**src/verilog/ecphs_defines.svh**
```systemverilog
`ifndef ECPHS_DEFINES_SVH
`define ECPHS_DEFINES_SVH

`define ECPHS_CLK_PER_NS      10
`define ECPHS_CNT_W           8

// input stability window, stable for 75 to 130 ns
`define ECPHS_T_FILT_MIN_NS   75
`define ECPHS_T_FILT_MAX_NS   130
`define ECPHS_FILT_CYC        (((`ECPHS_T_FILT_MIN_NS + `ECPHS_T_FILT_MAX_NS) / 2) / `ECPHS_CLK_PER_NS)

// extended-mode response delay, 80 ns least, 180 ns most
`define ECPHS_T_RESP_MIN_NS   80
`define ECPHS_T_RESP_MAX_NS   180
`define ECPHS_RESP_CYC        ((`ECPHS_T_RESP_MIN_NS + `ECPHS_CLK_PER_NS - 1) / `ECPHS_CLK_PER_NS + 2)

// compatible fifo mode
`define ECPHS_T_SETUP_NS      600
`define ECPHS_T_WIDTH_NS      600
`define ECPHS_T_HOLD_NS       450
`define ECPHS_T_BUSY_HOLD_NS  80
`define ECPHS_T_GAP_NS        680
`define ECPHS_SETUP_CYC       ((`ECPHS_T_SETUP_NS + `ECPHS_CLK_PER_NS - 1) / `ECPHS_CLK_PER_NS)
`define ECPHS_WIDTH_CYC       ((`ECPHS_T_WIDTH_NS + `ECPHS_CLK_PER_NS - 1) / `ECPHS_CLK_PER_NS)
`define ECPHS_HOLD_CYC        ((`ECPHS_T_HOLD_NS + `ECPHS_CLK_PER_NS - 1) / `ECPHS_CLK_PER_NS)
`define ECPHS_BHOLD_CYC       ((`ECPHS_T_BUSY_HOLD_NS + `ECPHS_CLK_PER_NS - 1) / `ECPHS_CLK_PER_NS)
`define ECPHS_GAP_CYC         ((`ECPHS_T_GAP_NS + `ECPHS_CLK_PER_NS - 1) / `ECPHS_CLK_PER_NS)

`define ECPHS_DATA_RST        8'h00

`endif

```
**src/verilog/ecphs_pkg.sv**
```systemverilog
package ecphs_pkg;

   typedef enum logic [1:0]
   {
      ECPHS_MODE_COMPAT = 2'h0,
      ECPHS_MODE_FWD    = 2'h1,
      ECPHS_MODE_REV    = 2'h2
   } ecphs_mode_t;

   typedef enum logic [3:0]
   {
      ST_IDLE,
      ST_C_SETUP,
      ST_C_STROBE,
      ST_C_HOLD,
      ST_C_GAP,
      ST_F_ACK,
      ST_F_REL,
      ST_R_WAIT,
      ST_R_REL
   } ecphs_state_t;

endpackage

```
**src/verilog/ecphs_buf.sv**
```systemverilog
`timescale 1ns/10ps
module ecphs_buf
(
   input  wire logic       ref_clk_i,
   input  wire logic       resetn_i,
   input  wire logic       in_valid_i,
   output logic            in_ready_o,
   input  wire logic [7:0] in_data_i,
   output logic            out_valid_o,
   input  wire logic       out_ready_i,
   output logic [7:0]      out_data_o
);

   logic [7:0] mem_q [2];
   logic [7:0] mem_d [2];
   logic [1:0] cnt_q;
   logic [1:0] cnt_d;
   logic       wr_ptr_q;
   logic       wr_ptr_d;
   logic       rd_ptr_q;
   logic       rd_ptr_d;
   logic       push;
   logic       pop;

   assign in_ready_o  = (cnt_q != 2'h2);
   assign out_valid_o = (cnt_q != 2'h0);
   assign out_data_o  = mem_q[rd_ptr_q];
   assign push        = in_valid_i && in_ready_o;
   assign pop         = out_valid_o && out_ready_i;

   always_comb
   begin
      mem_d    = mem_q;
      wr_ptr_d = wr_ptr_q;
      rd_ptr_d = rd_ptr_q;
      cnt_d    = cnt_q;
      if (push)
      begin
         mem_d[wr_ptr_q] = in_data_i;
         wr_ptr_d        = ~wr_ptr_q;
      end
      if (pop)
         rd_ptr_d = ~rd_ptr_q;
      if (push && !pop)
         cnt_d = cnt_q + 2'h1;
      else if (pop && !push)
         cnt_d = cnt_q - 2'h1;
   end

   always_ff @(posedge ref_clk_i or negedge resetn_i)
   begin
      if (!resetn_i)
      begin
         mem_q[0] <= 8'h00;
         mem_q[1] <= 8'h00;
         cnt_q    <= 2'h0;
         wr_ptr_q <= 1'b0;
         rd_ptr_q <= 1'b0;
      end
      else
      begin
         mem_q    <= mem_d;
         cnt_q    <= cnt_d;
         wr_ptr_q <= wr_ptr_d;
         rd_ptr_q <= rd_ptr_d;
      end
   end

endmodule

```
**src/verilog/ecphs_engine.sv**
```systemverilog
// Notes on behaviour
// - fifo mode: byte held until busy low and hold time, whichever later
// - fifo mode: with nothing pending, last byte stays on the lines
// - fifo mode: next strobe at least 680 ns after busy goes inactive
// - fifo mode: data unchanged at least 80 ns after busy inactive
// - forward: autofd and data valid within 60 ns of strobe asserted
// - forward: autofd and data change 80 to 180 ns after busy low seen
// - forward: next strobe 80 to 200 ns after busy low seen
// - forward: strobe released 80 to 180 ns after busy high seen
// - forward: upper limits only with data waiting; empty means wait
// - busy counts only after stable 75 to 130 ns
// - reverse: autofd released 80 to 200 ns after ack low seen
// - reverse: autofd reasserted 80 to 200 ns after ack high seen
// - reverse: no room or terminal count stalls with autofd low
// - ack counts only after stable 75 to 130 ns
// - fifo mode ignores ack, paces on busy only
// - forward idle keeps strobe high
// - switch to active drive without glitches
`timescale 1ns/10ps
`include "ecphs_defines.svh"
module ecphs_engine
(
   input  wire logic                      ref_clk_i,
   input  wire logic                      resetn_i,
   input  wire ecphs_pkg::ecphs_mode_t    mode_i,
   input  wire logic                      tx_valid_i,
   output logic                           tx_ready_o,
   input  wire logic [7:0]                tx_data_i,
   input  wire logic                      tx_cmd_i,
   output logic                           rx_valid_o,
   input  wire logic                      rx_ready_i,
   output logic [7:0]                     rx_data_o,
   input  wire logic                      term_count_i,
   input  wire logic                      busy_i,
   input  wire logic                      ack_n_i,
   input  wire logic [7:0]                port_data_lines_i,
   output logic [7:0]                     port_data_lines_o,
   output logic                           port_data_lines_oe_o,
   output logic                           strobe_n_o,
   output logic                           strobe_oe_o,
   output logic                           autofd_n_o,
   output logic                           autofd_oe_o,
   output logic                           idle_o
);

   localparam logic [`ECPHS_CNT_W-1:0] FILT  = `ECPHS_CNT_W'(`ECPHS_FILT_CYC);
   localparam logic [`ECPHS_CNT_W-1:0] RESP  = `ECPHS_CNT_W'(`ECPHS_RESP_CYC);
   localparam logic [`ECPHS_CNT_W-1:0] SETUP = `ECPHS_CNT_W'(`ECPHS_SETUP_CYC);
   localparam logic [`ECPHS_CNT_W-1:0] WIDTH = `ECPHS_CNT_W'(`ECPHS_WIDTH_CYC);
   localparam logic [`ECPHS_CNT_W-1:0] HOLD  = `ECPHS_CNT_W'(`ECPHS_HOLD_CYC);
   localparam logic [`ECPHS_CNT_W-1:0] BHOLD = `ECPHS_CNT_W'(`ECPHS_BHOLD_CYC);
   localparam logic [`ECPHS_CNT_W-1:0] ONE   = `ECPHS_CNT_W'(1);

   // input filters: index 0 busy, index 1 ack
   logic                    raw     [2];
   logic                    sync1_q [2];
   logic                    sync2_q [2];
   logic                    flt_q   [2];
   logic                    flt_d   [2];
   logic [`ECPHS_CNT_W-1:0] fcnt_q  [2];
   logic [`ECPHS_CNT_W-1:0] fcnt_d  [2];
   logic                    busy_f;
   logic                    ack_f;

   assign raw[0] = busy_i;
   assign raw[1] = ack_n_i;

   genvar g;
   generate
      for (g = 0; g < 2; g++)
      begin : g_filt
         always_comb
         begin
            flt_d[g]  = flt_q[g];
            fcnt_d[g] = '0;
            if (sync2_q[g] != flt_q[g])
            begin
               // level must differ for the full window before it counts
               if (fcnt_q[g] == FILT - ONE)
                  flt_d[g] = sync2_q[g];
               else
                  fcnt_d[g] = fcnt_q[g] + ONE;
            end
         end

         always_ff @(posedge ref_clk_i or negedge resetn_i)
         begin
            if (!resetn_i)
            begin
               sync1_q[g] <= 1'b0;
               sync2_q[g] <= 1'b0;
               flt_q[g]   <= 1'b0;
               fcnt_q[g]  <= '0;
            end
            else
            begin
               sync1_q[g] <= raw[g];
               sync2_q[g] <= sync1_q[g];
               flt_q[g]   <= flt_d[g];
               fcnt_q[g]  <= fcnt_d[g];
            end
         end
      end
   endgenerate

   assign busy_f = flt_q[0];
   assign ack_f  = flt_q[1];

   ecphs_pkg::ecphs_state_t st_q;
   ecphs_pkg::ecphs_state_t st_d;
   ecphs_pkg::ecphs_mode_t  mode_q;
   ecphs_pkg::ecphs_mode_t  mode_d;
   logic [`ECPHS_CNT_W-1:0] cnt_q;
   logic [`ECPHS_CNT_W-1:0] cnt_d;
   logic [7:0]              data_q;
   logic [7:0]              data_d;
   logic                    strobe_n_q;
   logic                    strobe_n_d;
   logic                    autofd_n_q;
   logic                    autofd_n_d;
   logic                    drive_q;
   logic                    drive_d;
   logic                    doe_q;
   logic                    doe_d;
   logic                    ld;
   logic                    push;
   logic                    room;

   ecphs_buf u_rx_buf
   (
      .ref_clk_i   (ref_clk_i),
      .resetn_i    (resetn_i),
      .in_valid_i  (push),
      .in_ready_o  (room),
      .in_data_i   (port_data_lines_i),
      .out_valid_o (rx_valid_o),
      .out_ready_i (rx_ready_i),
      .out_data_o  (rx_data_o)
   );

   always_comb
   begin
      st_d       = st_q;
      mode_d     = mode_q;
      cnt_d      = cnt_q;
      data_d     = data_q;
      strobe_n_d = strobe_n_q;
      autofd_n_d = autofd_n_q;
      drive_d    = drive_q;
      doe_d      = doe_q;
      ld         = 1'b0;
      push       = 1'b0;
      case (st_q)
         ecphs_pkg::ST_IDLE:
         begin
            // modes change only here, with strobe at rest; autofd may still be low from forward or reverse
            mode_d     = mode_i;
            cnt_d      = '0;
            strobe_n_d = 1'b1;
            // strobe already high and a low autofd is driven either way, so the driver swap cannot glitch
            drive_d    = (mode_q != ecphs_pkg::ECPHS_MODE_COMPAT);
            doe_d      = (mode_q != ecphs_pkg::ECPHS_MODE_REV);
            case (mode_q)
               ecphs_pkg::ECPHS_MODE_COMPAT:
               begin
                  autofd_n_d = 1'b1;
                  // ack is never looked at in this mode
                  if (tx_valid_i && !busy_f)
                  begin
                     ld     = 1'b1;
                     data_d = tx_data_i;
                     st_d   = ecphs_pkg::ST_C_SETUP;
                  end
               end
               ecphs_pkg::ECPHS_MODE_FWD:
               begin
                  if (tx_valid_i && !busy_f)
                  begin
                     ld         = 1'b1;
                     data_d     = tx_data_i;
                     autofd_n_d = ~tx_cmd_i;
                     strobe_n_d = 1'b0;
                     st_d       = ecphs_pkg::ST_F_ACK;
                  end
               end
               ecphs_pkg::ECPHS_MODE_REV:
               begin
                  autofd_n_d = 1'b0;
                  st_d       = ecphs_pkg::ST_R_WAIT;
               end
               default:
               begin
                  autofd_n_d = 1'b1;
               end
            endcase
         end
         ecphs_pkg::ST_C_SETUP:
         begin
            cnt_d = cnt_q + ONE;
            if (cnt_q == SETUP - ONE)
            begin
               cnt_d      = '0;
               strobe_n_d = 1'b0;
               st_d       = ecphs_pkg::ST_C_STROBE;
            end
         end
         ecphs_pkg::ST_C_STROBE:
         begin
            cnt_d = cnt_q + ONE;
            if (cnt_q == WIDTH - ONE)
            begin
               cnt_d      = '0;
               strobe_n_d = 1'b1;
               st_d       = ecphs_pkg::ST_C_HOLD;
            end
         end
         ecphs_pkg::ST_C_HOLD:
         begin
            if (cnt_q != HOLD - ONE)
               cnt_d = cnt_q + ONE;
            else if (!busy_f)
            begin
               cnt_d = '0;
               st_d  = ecphs_pkg::ST_C_GAP;
            end
         end
         ecphs_pkg::ST_C_GAP:
         begin
            // gap plus the next setup makes up the strobe spacing
            if (busy_f)
               cnt_d = '0;
            else if (cnt_q == BHOLD - ONE)
               st_d = ecphs_pkg::ST_IDLE;
            else
               cnt_d = cnt_q + ONE;
         end
         ecphs_pkg::ST_F_ACK:
         begin
            if (busy_f)
            begin
               cnt_d = cnt_q + ONE;
               if (cnt_q == RESP - ONE)
               begin
                  cnt_d      = '0;
                  strobe_n_d = 1'b1;
                  st_d       = ecphs_pkg::ST_F_REL;
               end
            end
         end
         ecphs_pkg::ST_F_REL:
         begin
            if (!busy_f)
            begin
               cnt_d = cnt_q + ONE;
               if (cnt_q == RESP - ONE)
                  st_d = ecphs_pkg::ST_IDLE;
            end
         end
         ecphs_pkg::ST_R_WAIT:
         begin
            // stalls with autofd low while full or at terminal count
            if (!ack_f && room && !term_count_i)
            begin
               if (cnt_q == RESP - ONE)
               begin
                  push       = 1'b1;
                  cnt_d      = '0;
                  autofd_n_d = 1'b1;
                  st_d       = ecphs_pkg::ST_R_REL;
               end
               else
                  cnt_d = cnt_q + ONE;
            end
         end
         ecphs_pkg::ST_R_REL:
         begin
            if (ack_f)
            begin
               cnt_d = cnt_q + ONE;
               if (cnt_q == RESP - ONE)
               begin
                  autofd_n_d = 1'b0;
                  st_d       = ecphs_pkg::ST_IDLE;
               end
            end
         end
         default:
         begin
            st_d = ecphs_pkg::ST_IDLE;
         end
      endcase
   end

   always_ff @(posedge ref_clk_i or negedge resetn_i)
   begin
      if (!resetn_i)
      begin
         st_q       <= ecphs_pkg::ST_IDLE;
         mode_q     <= ecphs_pkg::ECPHS_MODE_COMPAT;
         cnt_q      <= '0;
         data_q     <= `ECPHS_DATA_RST;
         strobe_n_q <= 1'b1;
         autofd_n_q <= 1'b1;
         drive_q    <= 1'b0;
         doe_q      <= 1'b1;
      end
      else
      begin
         st_q       <= st_d;
         mode_q     <= mode_d;
         cnt_q      <= cnt_d;
         data_q     <= data_d;
         strobe_n_q <= strobe_n_d;
         autofd_n_q <= autofd_n_d;
         drive_q    <= drive_d;
         doe_q      <= doe_d;
      end
   end

   assign tx_ready_o           = ld;
   assign port_data_lines_o    = data_q;
   assign port_data_lines_oe_o = doe_q;
   // open-collector style: only pull low unless actively driving
   assign strobe_n_o           = strobe_n_q;
   assign strobe_oe_o          = drive_q || !strobe_n_q;
   assign autofd_n_o           = autofd_n_q;
   assign autofd_oe_o          = drive_q || !autofd_n_q;
   assign idle_o               = (st_q == ecphs_pkg::ST_IDLE);

   // helper: cycles since filtered busy went low, saturating
   // starts saturated: busy has been quiet since reset, first byte may go at once
   logic [7:0] busy_lo_q;
   always_ff @(posedge ref_clk_i or negedge resetn_i)
   begin
      if (!resetn_i)
         busy_lo_q <= 8'hff;
      else if (busy_f)
         busy_lo_q <= 8'h00;
      else if (busy_lo_q != 8'hff)
         busy_lo_q <= busy_lo_q + 8'h01;
   end
endmodule

```
**config.mk**
```make
export PLATFORM = sky130hd
export DESIGN_NAME = ecphs_engine
export DESIGN_NICKNAME = d
export VERILOG_FILES = /design/src/verilog/ecphs_pkg.sv /design/src/verilog/ecphs_buf.sv /design/src/verilog/ecphs_engine.sv
export VERILOG_INCLUDE_DIRS = /design/src /design/src/verilog
export SDC_FILE = /design/constraint.sdc
export NUM_CORES = 1
export LEC_CHECK = 0
export ABC_AREA = 1
export BUFFER_PORTS_ARGS = -buffer_cell sky130_fd_sc_hd__buf_2
export CORE_MARGIN = 2
export CORE_UTILIZATION = 50
export CTS_BUF_LIST = sky130_fd_sc_hd__clkbuf_4 sky130_fd_sc_hd__clkbuf_8
export CTS_CLUSTER_DIAMETER = 50
export CTS_CLUSTER_SIZE = 25
export DETAILED_ROUTE_END_ITERATION = 8
export PLACE_DENSITY_LB_ADDON = 0.15
export SYNTH_ARGS = -nofsm -noshare
export SYNTH_HDL_FRONTEND = slang
export SYNTH_HIERARCHICAL = 1
export SYNTH_SLANG_ARGS = --single-unit
```
**constraint.sdc**
```tcl
create_clock -name ref_clk_i -period 1.92 [get_ports ref_clk_i]
set_input_delay 0.384 -clock ref_clk_i [delete_from_list [all_inputs] [get_ports ref_clk_i]]
set_output_delay 0.384 -clock ref_clk_i [all_outputs]
set_load 0.05 [all_outputs]
```
==> results.cfg, run 1 <==
[min_path]
hold_depth = 1
hp-start = busy_i
whs_endpoint = sync1_q[1]$_DFF_PN0_
hold_path.class = in2reg

[critical_path]
critPathArrivalTime_ps = 1460
worstPathRequired_ps = 1540
worst_r2r_startpoint = cnt_q[1]$_DFFE_PN0P_
reg2reg_to = u_rx_buf/cnt_q[1]$_DFFE_PN0P_
path_max_fanout = 3
worstRegToRegCells = 12
worstSetupStartpoint = mode_q[0]$_DFFE_PN0P_
worstSetupEndpointType = primary output
worstSetupPathType = reg2out
startpoint_type = flop
reg2reg_slack_ps = 120

[synth]
synth_xor_area_share_pct = 1.871
synth.area.top_cells = dfrtp_1 (43%), nand2_1 (18%), nand3_1 (5.5%)
yosys-top-cells-count = nand2_1 (177), dfrtp_1 (65), inv_1 (54), nor2_1 (45), nand3_1 (41)
synthSimpleGateAreaFrac_pct = 36.75
synthAdderAreaFrac_pct = 3.675
synth_seq_cells = 68
yosys-mux-area-fraction_pct = 0
synth_top_family_by_area = simple AND/OR/NAND/NOR gates
synthArstFlopShare_pct = 100.0
synth_edf_count = 0
syn_nets = 532
synth_ff_type = dfrtp_1
seq_area_frac_synth_pct = 45.54
syn_area_sq_um = 3745
synth_cells = 495
synth_warnings = 6
synth.distinct_cells = 32
synth_largest_area_cell = dfrtp_1
syn_avg_cell_area_sq_um = 7.565
synth_compound_gate_area_share_pct = 3.809
synth_top_cell_area_share_pct = 43.43
yosysMostFrequentCell = nand2_1

[detailed_routing]
initialDrtViolationCount = 155
ant_nets = 0
route.detailed.drc = 0
viasPerCell = 5.004
dr_total_vias = 3373
wl_microns = 8225
wl_per_cell_microns = 12.20
drt_pre_antenna_iters = 5

[clocking]
cts_buffer_depth = 2
tritoncts = done
clkTransAtPathRegs_ps = 70
root_buffer = clkbuf_8
clk_latency_ps = 350
numCtsBuffers = 9
cts.sinks = 68
htreeDepth = 3

[pwr]
power.share.clock_pct = 20.3
comb_power_share_pct = 49.0
power_switching_w = 0.002852
power_density_nw_per_um2 = 1397
vdd_drop_max_uv = 1121
seqPwrFrac_pct = 30.7
power_leakage_nw = 2.457
power.internal_w = 0.003555
netSwitchingFraction_pct = 44.51

[floorplanning]
die_x_microns = 90.54
start_util_pct = 51.63
fp-row-count = 31
die_area_sq_um = 8197
die_h_microns = 90.54
io_pins = 50
core_sq_um = 7253

[final_layout]
drive_above_1_share_pct = 23.65
insertedDiodeCount = 0
nNetsFinal = 608
area.growth.synth_to_final_pct = 22.49
postLayoutCoreUtil_pct = 63.24

[timing]
hold_ws_ps = 143.1
finalMaxSlewViolations = 0
rsz0062_at_grt = true
fmax_mhz = 543.6
skew_ps = 11.64
relSlewSlack_pct = 68.25
hold_viol = 0
setup_ws_ps = 80.45
finalSetupViolations = 0
period_minus_slack_ps = 1840
worst_pin_slew_ps = 476.3
period_share_pct = 95.81
tns_ps = 0

[global_routing]
grt_pass1_vias = 3335
grt_max_degree = 31
grt_use_met3_pct = 3.840
grt_use_met1_pct = 28.96
grt_first_pass_wirelength_microns = 14720
grt-ovfl-total = 0
grtUsageTotal_pct = 21.87
antenna_found_initial = 0
use_met2_pct = 35.57
top_usage_layer = met2

[flow_run]
max-cap-violations = 0

[outcome]
outcome = complete, no violations

[place]
hpwlAfterDp_microns = 5918
portBuffers = 49
gp_congestion = 0.9094
pre_cts_slack_ps = 33.56
## per-layer routing
layer,up-vias,part of all wire [%]
li1,1725,-
met2,85,48
met5,-,0
met1,1550,46
met3,13,4.8
met4,0,1.9
## worst max-delay path, cell delays in order, from the launching register on
cell	delay, ps
dfrtp_1	420
inv_2	100
ha_4	140
inv_2	40
nand2_4	70
nand2_2	60
nor2_4	110
buf_8	150
## cell type report
class | count | area, sq um
Tap cell | 99 | 123.9
Fill cell | 665 | 2666
Clock buffer | 11 | 145.1
Sequential cell | 68 | 1707
Inverter | 59 | 224.0
Clock inverter | 4 | 73.82
Timing Repair Buffer | 74 | 476.7
Multi-Input combinational cell | 359 | 1837
## placed cells by master (no fill, tap or decap), drive strengths merged
cell type      n
o211ai         2
inv           57
nor3b          3
nor3           8
buf           73
ha            11
bufinv         2
xnor2          3
a31oi          1
xor2           5
o21a           1
clkinv         4
dfrtp         65
nand2        185
dfstp          3
nor2          53
a21oi          7
o21ai         15
dlygate4sd3    1
nand4         20
nand3b         3
clkbuf        11
nand3         42
## what timing repair did
action | 4_1_cts | 5_1_grt
gates resized for setup | 10 | 26
buffers inserted | 1 | 8
hold endpoints to repair | 11 | 0
hold buffers | 1 | 0
endpoints found under the setup margin | 2 | 25
pin swaps | 2 | 5
## worst max-delay path by stage
stage	to	slack (ps)	cells past startpoint
final	tx_ready_o	80	7
after global routing	u_rx_buf/mem_q[5]$_DFFE_PN0P_	-70	9
after CTS	tx_ready_o	-3	7
after detailed placement	u_rx_buf/mem_q[0]$_DFFE_PN0P_	30	8
after global placement	u_rx_buf/mem_q[6]$_DFFE_PN0P_	120	9
after floorplan	u_rx_buf/cnt_q[1]$_DFFE_PN0P_	5	14
## through the flow
step	total power (W)	cell area, sq um	cells
after floorplan	0.004101	3752	495
after global placement	0.004713	4170	649
after detailed placement	0.004773	4170	649
after CTS	0.006168	4424	666
after global routing	0.006907	4587	674
final	0.006406	4587	674
## flip-flops by register name, summed over array words and instances, names as in the netlist, 2 cells and up
| name | flops |
|---|---|
| cnt_q | 8 |
| st_q | 4 |
| sync2_q | 2 |
| fcnt_q | 16 |
| mode_q | 2 |
| sync1_q | 2 |
| u_rx_buf/mem_q | 16 |
| port_data_lines_o | 8 |
| u_rx_buf/cnt_q | 2 |
## power by group through the flow
| stage | logic [W] | clock network (W) | registers, W |
|---|---|---|---|
| 3_5_place_dp | 0.00281 | 0 | 0.00196 |
| 5_1_grt | 0.00350 | 0.00140 | 0.00201 |
| 2_1_floorplan | 0.00180 | 0 | 0.00230 |
| 3_3_place_gp | 0.00276 | 0 | 0.00195 |
| 4_1_cts | 0.00289 | 0.00133 | 0.00194 |
| 6_report | 0.00314 | 0.00130 | 0.00196 |
## logic make-up (layout without fill, tap and decap cells)
logic type,Yosys count,count (layout)
compound gates,26,26
xor+xnor,8,8
fa+ha+maj,11,11
simple gates,314,314
buf+inv,68,148
flops,68,68
(Power assumes the default switching activity.)
==> run 2, diff against run 1 <==
==> constraint.sdc (replaced) <==
create_clock -name ref_clk_i -period 2.2 [get_ports ref_clk_i]
set_input_delay 0.44 -clock ref_clk_i [delete_from_list [all_inputs] [get_ports ref_clk_i]]
set_output_delay 0.44 -clock ref_clk_i [all_outputs]
set_load 0.05 [all_outputs]
==> results.cfg, run 2 (synthesis results as in run 1) <==
[detailed_routing]
route.detailed.drc = 0
wl_met3_microns = 298
initialDrtViolationCount = 182
wl_met2_microns = 3506
wl_microns = 7684
highest_layer = met4
wl_per_cell_microns = 11.68
viasPerCell = 4.913
drt_pre_antenna_iters = 4
dr_total_vias = 3233
ant_nets = 0
wl_met1_microns = 3787

[timing]
hold_viol = 0
finalSetupViolations = 0
period_minus_slack_ps = 2085
worst_pin_slew_ps = 519.4
tns_ps = 0
rsz0062_at_grt = false
relSlewSlack_pct = 65.37
finalMaxSlewViolations = 0
skew_ps = 7.965
fmax_mhz = 479.6
period_share_pct = 94.77

[global_routing]
grt-ovfl-total = 0
grt_max_degree = 30
grt_first_pass_wirelength_microns = 13660
antenna_found_initial = 0
grt_pass1_vias = 3104
grtUsageTotal_pct = 20.23

[critical_path]
reg2reg_to = u_rx_buf/cnt_q[1]$_DFFE_PN0P_
path_buf_inv = 2
cp_cell_sequence = nor2_1, nand2_2, inv_1, buf_2
worstRegToRegCells = 12
path_max_fanout = 5
crit_family = flip-flops
critPathArrivalTime_ps = 1640
worstSetupPathType = reg2out
reg2reg_slack_ps = 230
worstSetupStartpoint = st_q[2]$_DFFE_PN0P_
worstPathRequired_ps = 1760
startpoint_type = flop
worstSetupEndpointType = primary output
worst_r2r_startpoint = cnt_q[1]$_DFFE_PN0P_
max_stage_delay_ps = 460
slowest_stage = dfrtp_1

[clocking]
cts_buffer_depth = 2
post_cts_buffers = 0
root_buffer = clkbuf_8
cts.sinks = 68
tritoncts = done
numCtsBuffers = 9
clkTransAtPathRegs_ps = 80
htreeDepth = 3
clk_latency_ps = 350

[final_layout]
nNetsFinal = 591
final_cell_mix = nand2_1 (177), dfrtp_1 (64), inv_1 (54), buf_2 (48), nor2_1 (45)
insertedDiodeCount = 0
area.growth.synth_to_final_pct = 16.77
fillerInstances = 713
finalNonFillerCells = 658
final_common_cell = nand2_1
top_regs = fcnt_q x16, u_rx_buf/mem_q x16
drive_above_1_share_pct = 18.07

[pwr]
finalPower_w = 0.005384
vdd_drop_max_uv = 979.9
power_density_nw_per_um2 = 1231
power_leakage_nw = 2.378

[flow_run]
max-cap-violations = 0

[floorplanning]
die_x_microns = 90.54
die_area_sq_um = 8197
io_pins = 50
core_sq_um = 7253
fp-row-count = 31
die_h_microns = 90.54
start_util_pct = 51.63

[place]
gp_congestion = 0.8815
portBuffers = 49
hpwlAfterDp_microns = 5738
dpl.cell_count = 642

[outcome]
outcome = complete, no violations

[min_path]
hold_path.class = in2async
[run 2: routing by layer]
| metal | up-vias | GRT usage (%) |
|---|---|---|
| met5 | - | 0 |
| met4 | 0 | 5.385 |
| li1 | 1685 | - |
| met2 | 55 | 32.34 |
| met1 | 1484 | 27.52 |
| met3 | 9 | 5.092 |
[run 2: worst max-delay path by stage]
stage / endpoint / cells past startpoint
final: idle_o / 4
after global routing: u_rx_buf/cnt_q[1]$_DFFE_PN0P_ / 12
after CTS: rx_data_o[3] / 4
after detailed placement: u_rx_buf/mem_q[0]$_DFFE_PN0P_ / 9
after global placement: u_rx_buf/mem_q[7]$_DFFE_PN0P_ / 9
after floorplan: u_rx_buf/cnt_q[1]$_DFFE_PN0P_ / 13
[run 2: per-stage QoR]
stage / setup WS (ps) / util (%) / cell area, sq um / hold WS [ps]
floorplan: 228.5 / - / 3745 / 144.4
global placement: 277.7 / 56.56 / 4103 / 334.2
detailed placement: 165.7 / 56.56 / 4103 / 335.6
CTS: 34.93 / 60.12 / 4360 / 79.30
global route: 2.492 / 60.29 / 4373 / 91.75
finish: 115.0 / 60.29 / 4373 / 56.72
[run 2: final cells by class]
type / instances / area [sq um] / area share (%)
inverters: 59 / 227.7 / 5.207
well taps: 99 / 123.9 / 2.833
repair buffers: 57 / 320.3 / 7.325
flip-flops and latches: 68 / 1707 / 39.03
clock inverters: 5 / 106.4 / 2.432
clock buffers: 11 / 151.4 / 3.462
multi-input cells: 359 / 1737 / 39.71
[run 2: repair_timing]
action / CTS / global route
hold buffers: 0 / 0
endpoints found under the setup margin: 0 / 18
resized for setup: 0 / 5
[run 2: power breakdown]
part | switching, W | leakage, nW | internal [W] | total (W)
Sequential | 0.000220 | 0.895 | 0.00151 | 0.00173
Combinational | 0.00165 | 1.36 | 0.000678 | 0.00233
Clock | 0.000500 | 0.126 | 0.000819 | 0.00132
==> run 3, diff against run 2 <==
--- a/config.mk
+++ b/config.mk
@@ -14,7 +14,7 @@
 export CTS_CLUSTER_DIAMETER = 50
 export CTS_CLUSTER_SIZE = 25
 export DETAILED_ROUTE_END_ITERATION = 8
-export PLACE_DENSITY_LB_ADDON = 0.15
+export PLACE_DENSITY_LB_ADDON = 0.12
 export SYNTH_ARGS = -nofsm -noshare
 export SYNTH_HDL_FRONTEND = slang
 export SYNTH_HIERARCHICAL = 1
==> results.cfg, run 3 (synthesis results as in run 1) <==
[place]
hpwlAfterDp_microns = 5690
portBuffers = 49
dpl.cell_count = 640
gp_congestion = 0.8589
pre_cts_slack_ps = 236.1

[timing]
skew_ps = 9.751
finalMaxSlewViolations = 0
relSlewSlack_pct = 70.63
hold_viol = 0
setup_ws_ps = 126.2
tns_ps = 0
period_share_pct = 94.26
finalSetupViolations = 0
rsz0062_at_grt = false
fmax_mhz = 482.2
worst_pin_slew_ps = 437.7
period_minus_slack_ps = 2074

[detailed_routing]
viasPerCell = 4.907
highest_layer = met4
wl_met2_microns = 3593
drt_pre_antenna_iters = 4
route.detailed.drc = 0
wl_met1_microns = 3665
wl_per_cell_microns = 11.70
wl_met3_microns = 372
dr_total_vias = 3219
wl_microns = 7672
ant_nets = 0
initialDrtViolationCount = 186

[final_layout]
insertedDiodeCount = 0
finalNonFillerCells = 656
nNetsFinal = 589
final_common_cell = nand2_1
area.growth.synth_to_final_pct = 15.60
drive_above_1_share_pct = 17.41
top_regs = fcnt_q x16, u_rx_buf/mem_q x16
final_cell_mix = nand2_1 (177), dfrtp_1 (65), inv_1 (54), buf_2 (48), nor2_1 (45)
postLayoutCoreUtil_pct = 59.69

[critical_path]
startpoint_type = flop
path_max_fanout = 5
critPathArrivalTime_ps = 1630
reg2reg_slack_ps = 250
worstSetupPathType = reg2out
worstPathRequired_ps = 1760
worstSetupEndpointType = primary output

[clocking]
clk_latency_ps = 350
numCtsBuffers = 9
clkTransAtPathRegs_ps = 70
tritoncts = done
root_buffer = clkbuf_8
htreeDepth = 3
cts.sinks = 68
cts_buffer_depth = 2

[pwr]
power_switching_w = 0.002335
netSwitchingFraction_pct = 44.50
power.share.clock_pct = 22.8
seqPwrFrac_pct = 33.1
power_leakage_nw = 2.363
power_density_nw_per_um2 = 1212
vdd_drop_max_uv = 1193
comb_power_share_pct = 44.1
power.internal_w = 0.002912

[global_routing]
antenna_found_initial = 0
grt-ovfl-total = 0
grtUsageTotal_pct = 20.80
grt_pass1_vias = 3220
grt_max_degree = 69
grt_first_pass_wirelength_microns = 14080

[floorplanning]
die_h_microns = 90.54
core_sq_um = 7253
start_util_pct = 51.63
io_pins = 50
die_x_microns = 90.54
die_area_sq_um = 8197
fp-row-count = 31

[outcome]
outcome = complete, no violations

[min_path]
hold_path.class = in2async

[flow_run]
max-cap-violations = 0
==> run 3: changes by cell type in the layout (fill, tap and decap cells not counted) <==
cell	change
dfrtp_2	-1
nand3_2	-1
clkbuf_4	+3
inv_6	-1
clkinv_4	+1
bufinv_16	-1
clkinvlp_4	-1
nand3_1	+1
buf_4	-3
dfrtp_1	+1
==> run 3: final timing paths <==
kind,startpoint,endpoint,cells past startpoint
setup / recovery,st_q[2]$_DFFE_PN0P_,tx_ready_o,4
hold reg to reg,sync1_q[0]$_DFF_PN0_,sync2_q[0]$_DFF_PN0_,0
min in group ref_clk_i,ack_n_i,sync1_q[0]$_DFF_PN0_,1
setup reg to reg,cnt_q[1]$_DFFE_PN0P_,u_rx_buf/mem_q[3]$_DFFE_PN0P_,9
max in group asynchronous,resetn_i,strobe_n_o$_DFFE_PN1P_,2
hold / removal,resetn_i,fcnt_q[0]$_DFF_PN0_,2
==> run 3: final cells by class <==
| class | count | area [sq um] |
|---|---|---|
| sequential | 68 | 1705 |
| clock inverter | 3 | 68.82 |
| timing repair buffer | 55 | 305.3 |
| clock buffer | 13 | 166.4 |
| inverter | 59 | 227.7 |
| fill | 682 | 2924 |
| tap | 99 | 123.9 |
| multi-input combinational | 359 | 1732 |
==> run 3: stage by stage <==
step           total power, W  instance area, sq um  hold WS, ps
2_1_floorplan        0.003575                  3745        144.4
3_5_place_dp         0.004080                  4088        335.6
5_1_grt              0.005686                  4329        141.2
4_1_cts              0.005293                  4323        115.9
3_3_place_gp         0.004032                  4088        335.2
6_report             0.005247                  4329        98.93
==> run 3: power by group through the flow <==
stage / Combinational [W] / Sequential, W / Clock, W
after floorplan: 0.00157 / 0.00201 / 0
after global placement: 0.00229 / 0.00174 / 0
after detailed placement: 0.00233 / 0.00175 / 0
after CTS: 0.00234 / 0.00173 / 0.00122
after global routing: 0.00263 / 0.00177 / 0.00128
final: 0.00231 / 0.00174 / 0.00120
==> run 3: critical path, stage by stage (launching register included) <==
cell and delay, ps:
dfrtp_1 460, nor2_1 280, nand2_2 160, nor2_2 150
clkbuf_4 240
==> run 3: layer usage <==
metal  global-route usage (%)  vias up
met5                        0        -
met4                    7.308        0
met3                    4.341        5
met2                    33.08       72
met1                    28.25     1464
li1                         -     1678
==> run 3: timing repair <==
item	in CTS	in global routing
endpoints found under the setup margin	0	6
setup buffers	0	0
hold buffers	0	0
gates resized for setup	0	2
